**config.mk**
```make
export PLATFORM = sky130hd
export DESIGN_NAME = psfc_top
export DESIGN_NICKNAME = d
export VERILOG_FILES = /design/src/pkg/psfc_pkg.sv /design/src/core/psfc_top.sv
export SDC_FILE = /design/constraint.sdc
export NUM_CORES = 2
export LEC_CHECK = 0
export BUFFER_PORTS_ARGS = -buffer_cell sky130_fd_sc_hd__buf_4
export CORE_MARGIN = 5
export CORE_UTILIZATION = 35
export CTS_CLUSTER_DIAMETER = 30
export DETAILED_ROUTE_END_ITERATION = 10
export MAX_ROUTING_LAYER = met4
export PLACE_DENSITY = 0.49
export SKIP_LAST_GASP = 1
export SYNTH_ARGS = -nofsm -noshare
export SYNTH_HDL_FRONTEND = slang
export SYNTH_SLANG_ARGS = --single-unit
```
**constraint.sdc**
```tcl
create_clock -name i_clk -period 128.9 [get_ports i_clk]
set_input_delay 0 -clock i_clk [delete_from_list [all_inputs] [get_ports i_clk]]
set_output_delay 0 -clock i_clk [all_outputs]
set_load 0.02 [all_outputs]
```
**src/pkg/psfc_pkg.sv**
```systemverilog
// constants, register map and carrier types of the power sequencer fault control block
// Summary of operation
// - five-bit under-voltage retry limit per converter
// - master keeps under-voltage slave shutdown style
// - five-bit over-current retry limit per converter
// - master keeps over-current slave shutdown style
// - fault pin enable gates only fault pin
// - fault detect mask, all set at start
// - fault flags per converter; read drops pin
// - warn pin enable gates only warn pin
// - warning enable mask, all clear at start
// - sticky warning flags cleared by read
// - per-converter state code readable, codes 0-7
// - immediate drops enable; soft waits delay
// - fault in on state drops enable at once
package psfc_pkg;
   localparam int NCONV = 32;
   localparam int AW = 8;
   // sequencing tick
   localparam int TICK_US = 250;
   localparam int CLK_MHZ = 100;
   localparam int TICK_CYC = TICK_US * CLK_MHZ;
   localparam logic [3:0] PD_TMO_TICKS = 4'h8;
   localparam logic [4:0] RETRY_UNLIM = 5'h1F;
   // register offsets
   localparam logic [AW-1:0] A_INDEX = 8'h00;
   localparam logic [AW-1:0] A_CFG = 8'h04;
   localparam logic [AW-1:0] A_STATE = 8'h08;
   localparam logic [AW-1:0] A_PIN_EN = 8'h0C;
   localparam logic [AW-1:0] A_FMASK = 8'h10;
   localparam logic [AW-1:0] A_FFLAGS = 8'h14;
   localparam logic [AW-1:0] A_WMASK = 8'h18;
   localparam logic [AW-1:0] A_WFLAGS = 8'h1C;
   localparam logic [AW-1:0] A_SLAVE = 8'h20;
   localparam logic [AW-1:0] A_ON_REQ = 8'h24;
   localparam logic [AW-1:0] A_IRQ_STS = 8'h28;
   localparam logic [AW-1:0] A_IRQ_CLR = 8'h2C;
   localparam logic [AW-1:0] A_IRQ_EN = 8'h30;
   // field positions of the converter configuration and state words
   localparam int F_UV_LIM = 0;
   localparam int F_UV_SOFT = 5;
   localparam int F_OC_LIM = 8;
   localparam int F_OC_SOFT = 13;
   localparam int F_PD_DLY = 16;
   localparam int F_UV_CNT = 8;
   localparam int F_OC_CNT = 16;
   // values after reset
   localparam logic [5:0] RST_INDEX = 6'h01;
   localparam logic [1:0] RST_PIN_EN = 2'h3;
   localparam logic [31:0] RST_FMASK = 32'hFFFF_FFFF;
   localparam logic [31:0] RST_WMASK = 32'h0000_0000;
   // interrupt status bits
   localparam int IRQ_FAULT = 0;
   localparam int IRQ_WARN = 1;
   localparam int IRQ_GIVEUP = 2;
   typedef enum logic [2:0] {
      ST_OFF = 3'h0,
      ST_AWAIT_UP = 3'h1,
      ST_PU_DELAY = 3'h2,
      ST_PU_WAIT = 3'h3,
      ST_ON = 3'h4,
      ST_PD_DELAY = 3'h5,
      ST_PD_WAIT = 3'h6,
      ST_RESEQ = 3'h7
   } psfc_state_t;
   typedef struct packed {
      logic [7:0] pd_delay;
      logic oc_soft;
      logic [4:0] oc_lim;
      logic uv_soft;
      logic [4:0] uv_lim;
   } psfc_cfg_t;
   typedef struct packed {
      logic [AW-1:0] addr;
      logic [31:0] wdata;
      logic wr;
      logic rd;
   } psfc_bus_t;
endpackage : psfc_pkg

```
**src/core/psfc_top.sv**
```systemverilog
// fault, warning and state reporting logic of a 32-converter power sequencer
//
// Implementation choices: strobed register access and the register addresses.
`timescale 1ns/100ps
module psfc_top #(
   parameter int TICK_CYCLES = psfc_pkg::TICK_CYC
) (
   // clock and reset
   input wire logic i_clk,
   input wire logic i_rst_b,
   // register port
   input wire psfc_pkg::psfc_bus_t i_bus,
   output logic [31:0] o_rdata,
   // converter pins
   input wire logic [psfc_pkg::NCONV-1:0] i_pgood,
   input wire logic [psfc_pkg::NCONV-1:0] i_uv,
   input wire logic [psfc_pkg::NCONV-1:0] i_oc,
   output logic [psfc_pkg::NCONV-1:0] o_en,
   // alarm pins
   output logic o_fault,
   output logic o_warn,
   output logic o_irq
);
   import psfc_pkg::*;

   logic rst_s1_q, rst_n;
   logic [NCONV-1:0] pg_m_q, pg_s_q, uv_m_q, uv_s_q, oc_m_q, oc_s_q;
   logic [14:0] tick_cnt_q;
   logic tick_q;
   logic [5:0] idx_q;
   logic [1:0] pin_en_q;
   logic [31:0] fmask_q, wmask_q, fflags_q, wflags_q, slave_q, onreq_q;
   logic [2:0] irq_sts_q, irq_en_q;
   logic [NCONV-1:0] fault_ev, warn_raw, giveup_ev, imm_req, soft_req, en_w;
   logic [NCONV-1:0] warn_ev;
   logic kill_imm, kill_soft, idx_ok, rd_fflags, rd_wflags;
   logic [4:0] idx_m1;
   psfc_cfg_t cfg_w [NCONV];
   logic [2:0] st_w [NCONV];
   logic [4:0] uvc_w [NCONV];
   logic [4:0] occ_w [NCONV];

   // reset release through two flops
   always_ff @(posedge i_clk or negedge i_rst_b) begin
      if (!i_rst_b) begin
         rst_s1_q <= 1'b0;
         rst_n <= 1'b0;
      end else begin
         rst_s1_q <= 1'b1;
         rst_n <= rst_s1_q;
      end
   end

   // converter pins are asynchronous to the block clock
   always_ff @(posedge i_clk or negedge rst_n) begin
      if (!rst_n) begin
         pg_m_q <= '0;
         pg_s_q <= '0;
         uv_m_q <= '0;
         uv_s_q <= '0;
         oc_m_q <= '0;
         oc_s_q <= '0;
      end else begin
         pg_m_q <= i_pgood;
         pg_s_q <= pg_m_q;
         uv_m_q <= i_uv;
         uv_s_q <= uv_m_q;
         oc_m_q <= i_oc;
         oc_s_q <= oc_m_q;
      end
   end

   // sequencing tick; slow work runs here, fault shutdown does not wait for it
   always_ff @(posedge i_clk or negedge rst_n) begin
      if (!rst_n) begin
         tick_cnt_q <= '0;
         tick_q <= 1'b0;
      end else if (tick_cnt_q == 15'(TICK_CYCLES - 1)) begin
         tick_cnt_q <= '0;
         tick_q <= 1'b1;
      end else begin
         tick_cnt_q <= 15'(tick_cnt_q + 15'h0001);
         tick_q <= 1'b0;
      end
   end

   // out-of-range index makes per-converter accesses inert
   assign idx_ok = (idx_q != 6'h00) && (idx_q <= 6'(NCONV));
   assign idx_m1 = 5'(idx_q - 6'h01);
   assign rd_fflags = i_bus.rd && (i_bus.addr == A_FFLAGS);
   assign rd_wflags = i_bus.rd && (i_bus.addr == A_WFLAGS);
   assign kill_imm = |imm_req;
   assign kill_soft = |soft_req;
   assign warn_ev = warn_raw & wmask_q;

   for (genvar k = 0; k < NCONV; k++) begin : g_conv
      psfc_cfg_t cfg_q;
      psfc_state_t st_q;
      logic en_q, pend_q, pend_uv_q, gave_up_q;
      logic [4:0] uv_cnt_q, oc_cnt_q, lim, cnt;
      logic [7:0] dly_q;
      logic [3:0] tmo_q;
      logic live, uv_hit, oc_hit, f_ev, lim_ok, kill_me;

      always_ff @(posedge i_clk or negedge rst_n) begin
         if (!rst_n) begin
            cfg_q <= '0;
         end else if (i_bus.wr && i_bus.addr == A_CFG && idx_ok && idx_m1 == 5'(k)) begin
            cfg_q.uv_lim <= i_bus.wdata[F_UV_LIM +: 5];
            cfg_q.uv_soft <= i_bus.wdata[F_UV_SOFT];
            cfg_q.oc_lim <= i_bus.wdata[F_OC_LIM +: 5];
            cfg_q.oc_soft <= i_bus.wdata[F_OC_SOFT];
            cfg_q.pd_delay <= i_bus.wdata[F_PD_DLY +: 8];
         end
      end

      // a fault-masked converter never reports a fault; one fault is handled at a time
      assign live = (st_q == ST_ON) && en_q && fmask_q[k] && !pend_q;
      assign uv_hit = live && uv_s_q[k];
      assign oc_hit = live && oc_s_q[k] && !uv_s_q[k];
      assign f_ev = uv_hit || oc_hit;
      assign imm_req[k] = (uv_hit && !cfg_q.uv_soft) || (oc_hit && !cfg_q.oc_soft);
      assign soft_req[k] = (uv_hit && cfg_q.uv_soft) || (oc_hit && cfg_q.oc_soft);
      assign kill_me = slave_q[k] && !f_ev && (kill_imm || kill_soft)
         && (st_q == ST_PU_DELAY || st_q == ST_PU_WAIT || st_q == ST_ON);
      assign lim = pend_uv_q ? cfg_q.uv_lim : cfg_q.oc_lim;
      assign cnt = pend_uv_q ? uv_cnt_q : oc_cnt_q;
      assign lim_ok = (lim == RETRY_UNLIM) || (cnt < lim);
      assign giveup_ev[k] = tick_q && !kill_me && st_q == ST_ON && pend_q && !lim_ok;
      assign warn_raw[k] = tick_q && st_q == ST_PD_WAIT && pg_s_q[k]
         && tmo_q == 4'(PD_TMO_TICKS - 4'h1);
      assign fault_ev[k] = f_ev;

      always_ff @(posedge i_clk or negedge rst_n) begin
         if (!rst_n) begin
            st_q <= ST_OFF;
            en_q <= 1'b0;
            pend_q <= 1'b0;
            pend_uv_q <= 1'b0;
            gave_up_q <= 1'b0;
            uv_cnt_q <= '0;
            oc_cnt_q <= '0;
            dly_q <= '0;
            tmo_q <= '0;
         end else if (f_ev) begin
            en_q <= 1'b0;
            pend_q <= 1'b1;
            pend_uv_q <= uv_hit;
         end else if (kill_me) begin
            pend_q <= 1'b0;
            // a slave not yet enabled has nothing to ramp down, so it just stops
            if (kill_imm || !en_q) begin
               en_q <= 1'b0;
               st_q <= ST_OFF;
            end else begin
               st_q <= ST_PD_DELAY;
               dly_q <= cfg_q.pd_delay;
            end
         end else if (tick_q) begin
            case (st_q)
               ST_OFF: begin
                  if (onreq_q[k] && !gave_up_q) begin
                     st_q <= ST_AWAIT_UP;
                  end else if (!onreq_q[k]) begin
                     gave_up_q <= 1'b0;
                     uv_cnt_q <= '0;
                     oc_cnt_q <= '0;
                  end
               end
               ST_AWAIT_UP: begin
                  st_q <= ST_PU_DELAY;
               end
               ST_PU_DELAY: begin
                  en_q <= 1'b1;
                  st_q <= ST_PU_WAIT;
               end
               ST_PU_WAIT: begin
                  if (!onreq_q[k]) begin
                     st_q <= ST_PD_DELAY;
                     dly_q <= cfg_q.pd_delay;
                  end else if (pg_s_q[k]) begin
                     st_q <= ST_ON;
                  end
               end
               ST_ON: begin
                  if (pend_q) begin
                     pend_q <= 1'b0;
                     if (lim_ok) begin
                        st_q <= ST_RESEQ;
                        if (lim != RETRY_UNLIM && pend_uv_q) begin
                           uv_cnt_q <= 5'(uv_cnt_q + 5'h01);
                        end else if (lim != RETRY_UNLIM) begin
                           oc_cnt_q <= 5'(oc_cnt_q + 5'h01);
                        end
                     end else begin
                        gave_up_q <= 1'b1;
                        st_q <= ST_OFF;
                     end
                  end else if (!onreq_q[k]) begin
                     st_q <= ST_PD_DELAY;
                     dly_q <= cfg_q.pd_delay;
                  end
               end
               ST_PD_DELAY: begin
                  if (dly_q == 8'h00) begin
                     en_q <= 1'b0;
                     st_q <= ST_PD_WAIT;
                     tmo_q <= '0;
                  end else begin
                     dly_q <= 8'(dly_q - 8'h01);
                  end
               end
               ST_PD_WAIT: begin
                  if (!pg_s_q[k] || tmo_q == 4'(PD_TMO_TICKS - 4'h1)) begin
                     st_q <= ST_OFF;
                  end else begin
                     tmo_q <= 4'(tmo_q + 4'h1);
                  end
               end
               ST_RESEQ: begin
                  st_q <= ST_AWAIT_UP;
               end
               default: begin
                  st_q <= ST_OFF;
               end
            endcase
         end
      end

      assign cfg_w[k] = cfg_q;
      assign st_w[k] = st_q;
      assign uvc_w[k] = uv_cnt_q;
      assign occ_w[k] = oc_cnt_q;
      assign en_w[k] = en_q;

   end

   assign o_en = en_w;

   // software-owned settings
   always_ff @(posedge i_clk or negedge rst_n) begin
      if (!rst_n) begin
         idx_q <= RST_INDEX;
         pin_en_q <= RST_PIN_EN;
         fmask_q <= RST_FMASK;
         wmask_q <= RST_WMASK;
         slave_q <= '0;
         onreq_q <= '0;
         irq_en_q <= '0;
      end else if (i_bus.wr) begin
         case (i_bus.addr)
            A_INDEX: idx_q <= i_bus.wdata[5:0];
            A_PIN_EN: pin_en_q <= i_bus.wdata[1:0];
            A_FMASK: fmask_q <= i_bus.wdata;
            A_WMASK: wmask_q <= i_bus.wdata;
            A_SLAVE: slave_q <= i_bus.wdata;
            A_ON_REQ: onreq_q <= i_bus.wdata;
            A_IRQ_EN: irq_en_q <= i_bus.wdata[2:0];
            default: idx_q <= idx_q;
         endcase
      end
   end

   // sticky flags: a new event in the clearing cycle survives
   always_ff @(posedge i_clk or negedge rst_n) begin
      if (!rst_n) begin
         fflags_q <= '0;
         wflags_q <= '0;
      end else begin
         fflags_q <= (fflags_q & ~{32{rd_fflags}}) | fault_ev;
         wflags_q <= (wflags_q & ~{32{rd_wflags}}) | warn_ev;
      end
   end

   // pins are gated, flags are not
   always_ff @(posedge i_clk or negedge rst_n) begin
      if (!rst_n) begin
         o_fault <= 1'b0;
         o_warn <= 1'b0;
      end else begin
         if ((|fault_ev) && pin_en_q[0]) begin
            o_fault <= 1'b1;
         end else if (rd_fflags) begin
            o_fault <= 1'b0;
         end
         if ((|warn_ev) && pin_en_q[1]) begin
            o_warn <= 1'b1;
         end else if (rd_wflags) begin
            o_warn <= 1'b0;
         end
      end
   end

   // interrupt status, write-one-to-clear, set wins
   always_ff @(posedge i_clk or negedge rst_n) begin
      if (!rst_n) begin
         irq_sts_q <= '0;
         o_irq <= 1'b0;
      end else begin
         irq_sts_q <= (irq_sts_q & ~((i_bus.wr && i_bus.addr == A_IRQ_CLR) ?
            i_bus.wdata[2:0] : 3'h0)) | {|giveup_ev, |warn_ev, |fault_ev};
         o_irq <= |(irq_sts_q & irq_en_q);
      end
   end

   // read data, valid only in the cycle after the strobe
   always_ff @(posedge i_clk or negedge rst_n) begin
      if (!rst_n) begin
         o_rdata <= '0;
      end else if (!i_bus.rd) begin
         o_rdata <= '0;
      end else begin
         case (i_bus.addr)
            A_INDEX: o_rdata <= {26'h0, idx_q};
            A_CFG: o_rdata <= idx_ok ? {8'h0, cfg_w[idx_m1].pd_delay, 2'h0,
               cfg_w[idx_m1].oc_soft, cfg_w[idx_m1].oc_lim, 2'h0,
               cfg_w[idx_m1].uv_soft, cfg_w[idx_m1].uv_lim} : 32'h0;
            A_STATE: o_rdata <= idx_ok ? {11'h0, occ_w[idx_m1], 3'h0,
               uvc_w[idx_m1], 5'h0, st_w[idx_m1]} : 32'h0;
            A_PIN_EN: o_rdata <= {30'h0, pin_en_q};
            A_FMASK: o_rdata <= fmask_q;
            A_FFLAGS: o_rdata <= fflags_q;
            A_WMASK: o_rdata <= wmask_q;
            A_WFLAGS: o_rdata <= wflags_q;
            A_SLAVE: o_rdata <= slave_q;
            A_ON_REQ: o_rdata <= onreq_q;
            A_IRQ_STS: o_rdata <= {29'h0, irq_sts_q};
            A_IRQ_EN: o_rdata <= {29'h0, irq_en_q};
            default: o_rdata <= 32'h0;
         endcase
      end
   end
endmodule : psfc_top

```
==> run_summary.xml <==
<?xml version="1.0" encoding="UTF-8"?>
<metrics>
  <group name="run_status">
    <metric name="status" unit="">finished clean</metric>
  </group>
  <group name="power_and_ir_drop">
    <metric name="netSwitchingPower" unit="mW">0.496</metric>
    <metric name="power.clock.fraction" unit="%">66.7</metric>
    <metric name="worst_ir_drop_vdd" unit="uV">13.0</metric>
    <metric name="power.internal" unit="mW">1.66</metric>
    <metric name="power.share.switching" unit="%">23.0</metric>
    <metric name="leakage" unit="nW">60.7</metric>
    <metric name="power-per-cell-area" unit="mW/mm^2">15.4</metric>
    <metric name="power.sequential.fraction" unit="%">30.3</metric>
    <metric name="comb_power_share" unit="%">3.1</metric>
  </group>
  <group name="worst_setup_path">
    <metric name="timing.reg2reg.worst_path_depth" unit="">7</metric>
    <metric name="critPathLaunchType" unit="">flip-flop</metric>
    <metric name="cp_data_arrival_time" unit="ps">7830</metric>
    <metric name="critical_path_peak_fanout" unit="">137</metric>
    <metric name="critPathCaptureType" unit="">asynchronous set/reset pin</metric>
    <metric name="critical_path_required" unit="ps">129870</metric>
    <metric name="criticalPathCategory" unit="">reg2async</metric>
  </group>
  <group name="die">
    <metric name="initial_core_util" unit="%">35.1</metric>
    <metric name="num_io_pins" unit="">207</metric>
    <metric name="placementRows" unit="">207</metric>
    <metric name="die_h" unit="microns">575</metric>
    <metric name="floorplan.die_area" unit="sq mm">0.330</metric>
    <metric name="core_region_area" unit="sq mm">0.318</metric>
    <metric name="fp.dieW" unit="microns">575</metric>
  </group>
  <group name="final_layout">
    <metric name="stdcell_area" unit="sq mm">0.140</metric>
    <metric name="post_layout_nonfiller_instances" unit="">16030</metric>
    <metric name="design.final.nets" unit="">11803</metric>
    <metric name="drive_above_1_share" unit="%">24.1</metric>
    <metric name="layout.core_utilization" unit="%">44.0</metric>
    <metric name="syn_to_final_growth" unit="%">25.4</metric>
  </group>
  <group name="placement">
    <metric name="dp.cells" unit="">14723</metric>
    <metric name="numPortBuffers" unit="">206</metric>
    <metric name="placed_cell_area" unit="sq mm">0.118</metric>
    <metric name="gp_congestion" unit="">0.983</metric>
    <metric name="dp_worst_setup_slack" unit="ps">122100</metric>
    <metric name="dp_hpwl" unit="microns">344000</metric>
  </group>
  <group name="yosys">
    <metric name="synth_most_common_cell" unit="">sky130_fd_sc_hd__dfrtp_1</metric>
    <metric name="syn_inst" unit="">10788</metric>
    <metric name="most_common_flop_cell_mapped_by_yosys" unit="">sky130_fd_sc_hd__dfrtp_1</metric>
    <metric name="yosys.area.top_type_share" unit="%">44.5</metric>
    <metric name="yosysSeqAreaShare" unit="%">45.3</metric>
    <metric name="post-synth-top-area-cell" unit="">sky130_fd_sc_hd__dfrtp_1</metric>
    <metric name="synth_fp_nets" unit="">11221</metric>
    <metric name="postSynthAreaPerCell" unit="sq um">10.3</metric>
    <metric name="synth.top_cells.by_area" unit="">sky130_fd_sc_hd__dfrtp_1 45%, sky130_fd_sc_hd__mux2_2 9.3%, sky130_fd_sc_hd__mux4_2 6.7%</metric>
    <metric name="syn_area" unit="sq mm">0.112</metric>
    <metric name="synth_warnings" unit="">0</metric>
    <metric name="synth_seq_cells" unit="">2019</metric>
    <metric name="postSynth.asyncResetShare" unit="%">100</metric>
    <metric name="synth_edf_count" unit="">0</metric>
    <metric name="synthTopCellsByCount" unit="">1984 x sky130_fd_sc_hd__dfrtp_1, 953 x sky130_fd_sc_hd__nand2_1, 928 x sky130_fd_sc_hd__o21ai_0</metric>
    <metric name="synth.lib_cells_used.distinct" unit="">109</metric>
  </group>
  <group name="worst_hold_path">
    <metric name="whs_path_depth" unit="">4</metric>
    <metric name="timing.hold.worst.class" unit="">in2reg</metric>
  </group>
  <group name="routing">
    <metric name="initialDrtViolationCount" unit="">10591</metric>
    <metric name="postRouteWirelength" unit="microns">473000</metric>
    <metric name="drt_pre_antenna_iters" unit="">10</metric>
    <metric name="drt-vias-per-instance" unit="">5.95</metric>
    <metric name="vias" unit="">95370</metric>
    <metric name="final_antenna_net_count" unit="">0</metric>
    <metric name="wire_per_inst" unit="microns">29.5</metric>
    <metric name="drt_drc_violations_left" unit="">0</metric>
  </group>
  <group name="clock_tree">
    <metric name="cts_inserted_buffers" unit="">568</metric>
    <metric name="cts_num_sinks" unit="">2019</metric>
    <metric name="cts_tree" unit="">done</metric>
    <metric name="cts.path.max_buffers" unit="">4</metric>
    <metric name="clock-root-buffer" unit="">sky130_fd_sc_hd__clkbuf_16</metric>
    <metric name="ctsHtreeMaxLevel" unit="">6</metric>
    <metric name="setup_buffers_after_cts" unit="">0</metric>
    <metric name="clk-insertion-delay-late" unit="ps">1050</metric>
    <metric name="clkSlewWorstSetupHoldPaths" unit="ps">40</metric>
  </group>
  <group name="grt">
    <metric name="grt_first_pass_wirelength" unit="microns">675000</metric>
    <metric name="grt_pass1_vias" unit="">92054</metric>
    <metric name="pin_count_of_the_biggest_net_entering_global_routing" unit="">159</metric>
    <metric name="global_route.usage.total" unit="%">28.6</metric>
    <metric name="grt_overflow" unit="">0</metric>
    <metric name="antenna_found_initial" unit="">54</metric>
  </group>
  <group name="timing">
    <metric name="final_hold_viol_count" unit="">0</metric>
    <metric name="max_freq" unit="MHz">146</metric>
    <metric name="period_share" unit="%">5.32</metric>
    <metric name="finalMaxSlewViolations" unit="">0</metric>
    <metric name="timing_worst_slew_pin_value" unit="ps">1420</metric>
    <metric name="fin_skew" unit="ps">54.9</metric>
    <metric name="timing.max_slew.rel_slack" unit="%">4.41</metric>
    <metric name="final.setup.worst_slack" unit="ps">122040</metric>
    <metric name="timing.setup.tns" unit="ps">0</metric>
    <metric name="final-setup-viol-count" unit="">0</metric>
    <metric name="rsz0062_at_grt" unit="">false</metric>
    <metric name="tmin_final" unit="ps">6860</metric>
  </group>
  <group name="run">
    <metric name="drv.max_cap_violation_count" unit="">0</metric>
  </group>
</metrics>
[final timing paths]
kind / start / slack [ps] / to
worst max-delay path: rst_n$_DFF_PN0_ / 122040 / g_conv[28].dly_q[6]$_DFFE_PN0P_
worst min-delay path: i_bus[1] / 110 / irq_en_q[1]$_DFFE_PN0P_
worst max register to register: rst_n$_DFF_PN0_ / 122040 / g_conv[28].dly_q[6]$_DFFE_PN0P_
worst min register to register: oc_m_q[7]$_DFF_PN0_ / 330 / oc_s_q[7]$_DFF_PN0_
max in group i_clk: g_conv[29].st_q[0]$_DFFE_PN0P_ / 122900 / irq_sts_q[2]$_DFF_PN0_
min in group asynchronous: rst_n$_DFF_PN0_ / 370 / cfg_w[556]$_DFFE_PN0P_
[power by group through the flow]
stage	logic [mW]	clock network, mW	registers [mW]
after floorplan	0.0251	0	0.666
after global placement	0.0594	0	0.660
after detailed placement	0.0600	0	0.660
after CTS	0.0664	1.45	0.651
after global routing	0.0705	1.49	0.651
final	0.0659	1.44	0.651
[critical path, cell delays in order, from the launching register on]
cell and delay [ps]:
sky130_fd_sc_hd__dfrtp_4 870, sky130_fd_sc_hd__buf_4 690, sky130_fd_sc_hd__buf_4 720, sky130_fd_sc_hd__buf_4 840, sky130_fd_sc_hd__buf_12 480, sky130_fd_sc_hd__buf_4 870, sky130_fd_sc_hd__buf_4 710, sky130_fd_sc_hd__buf_4 890
[stage by stage]
step	total power [mW]	hold slack [ps]
5_1_grt	2.21	83.1
4_1_cts	2.17	49.1
3_3_place_gp	0.719	-212
3_5_place_dp	0.720	-208
2_1_floorplan	0.692	-296
6_report	2.15	109
[per-layer routing]
metal	track usage, %	part of all wire, %	vias to the layer above	wire length [microns]
met5	-	0	-	0
met4	13.3	5.4	0	25700
met3	7.20	9.2	1004	43400
met2	40.9	43	4313	203000
met1	38.0	42	48780	201000
li1	-	-	41273	-
[logic make-up after synthesis]
logic type	after synthesis	synth area share, %
mux	1418	17.5
fa+ha+maj	293	3.29
simple gates	3373	14.6
flops	2019	45.3
xor+xnor	172	1.35
compound gates	2540	14.4
other cells	1	0.00336
buf+inv	972	3.52
[registers in the layout, summed over array words and instances, names as in the netlist, 96 cells and up]
signal           cells
g_conv.uv_cnt_q    160
cfg_w              640
g_conv.oc_cnt_q    160
g_conv.st_q         96
g_conv.dly_q       256
g_conv.tmo_q       128
[placed cells by master, fill, tap and decap left out, types with 34 or more instances in the layout]
master	instances
sky130_fd_sc_hd__a22o_1	87
sky130_fd_sc_hd__ha_1	292
sky130_fd_sc_hd__buf_4	384
sky130_fd_sc_hd__nor4_1	91
sky130_fd_sc_hd__o21ai_0	928
sky130_fd_sc_hd__or2_2	53
sky130_fd_sc_hd__nand3b_1	73
sky130_fd_sc_hd__nor2_1	857
sky130_fd_sc_hd__o31ai_1	44
sky130_fd_sc_hd__clkbuf_16	575
sky130_fd_sc_hd__and2_1	55
sky130_fd_sc_hd__a21o_1	95
sky130_fd_sc_hd__o221ai_1	42
sky130_fd_sc_hd__mux2_2	922
sky130_fd_sc_hd__nand2b_1	108
sky130_fd_sc_hd__mux2i_1	166
sky130_fd_sc_hd__bufinv_16	61
sky130_fd_sc_hd__o22ai_1	43
sky130_fd_sc_hd__nor2b_1	78
sky130_fd_sc_hd__mux4_2	330
sky130_fd_sc_hd__nand2_1	948
sky130_fd_sc_hd__or3_1	85
sky130_fd_sc_hd__dlygate4sd3_1	255
sky130_fd_sc_hd__a21oi_1	473
sky130_fd_sc_hd__clkbuf_8	94
sky130_fd_sc_hd__a22oi_1	143
sky130_fd_sc_hd__nor3_1	272
sky130_fd_sc_hd__o211ai_1	67
sky130_fd_sc_hd__clkbuf_1	100
sky130_fd_sc_hd__clkinv_2	94
sky130_fd_sc_hd__a211oi_1	55
sky130_fd_sc_hd__nand4_1	133
sky130_fd_sc_hd__inv_1	334
sky130_fd_sc_hd__dfstp_2	34
sky130_fd_sc_hd__a31oi_1	149
sky130_fd_sc_hd__dfrtp_1	1982
sky130_fd_sc_hd__and3_1	77
sky130_fd_sc_hd__xor2_1	141
sky130_fd_sc_hd__nand3_1	309
[cell type report]
cell class              count  area [sq um]
well taps                4180          5230
inverters                 336          1260
fillers                 29533        178000
repair buffers            648          5600
flip-flops and latches   2019         50600
diodes                     29          72.6
multi-input cells        7797         57500
clock buffers             769         16100
clock inverters           252          3630
[what timing repair did]
action / in CTS / in global routing
endpoints found under the hold margin: 770 / 0
resized for setup: 0 / 0
hold buffers: 256 / 0
Power figures use the tool's default switching activity.
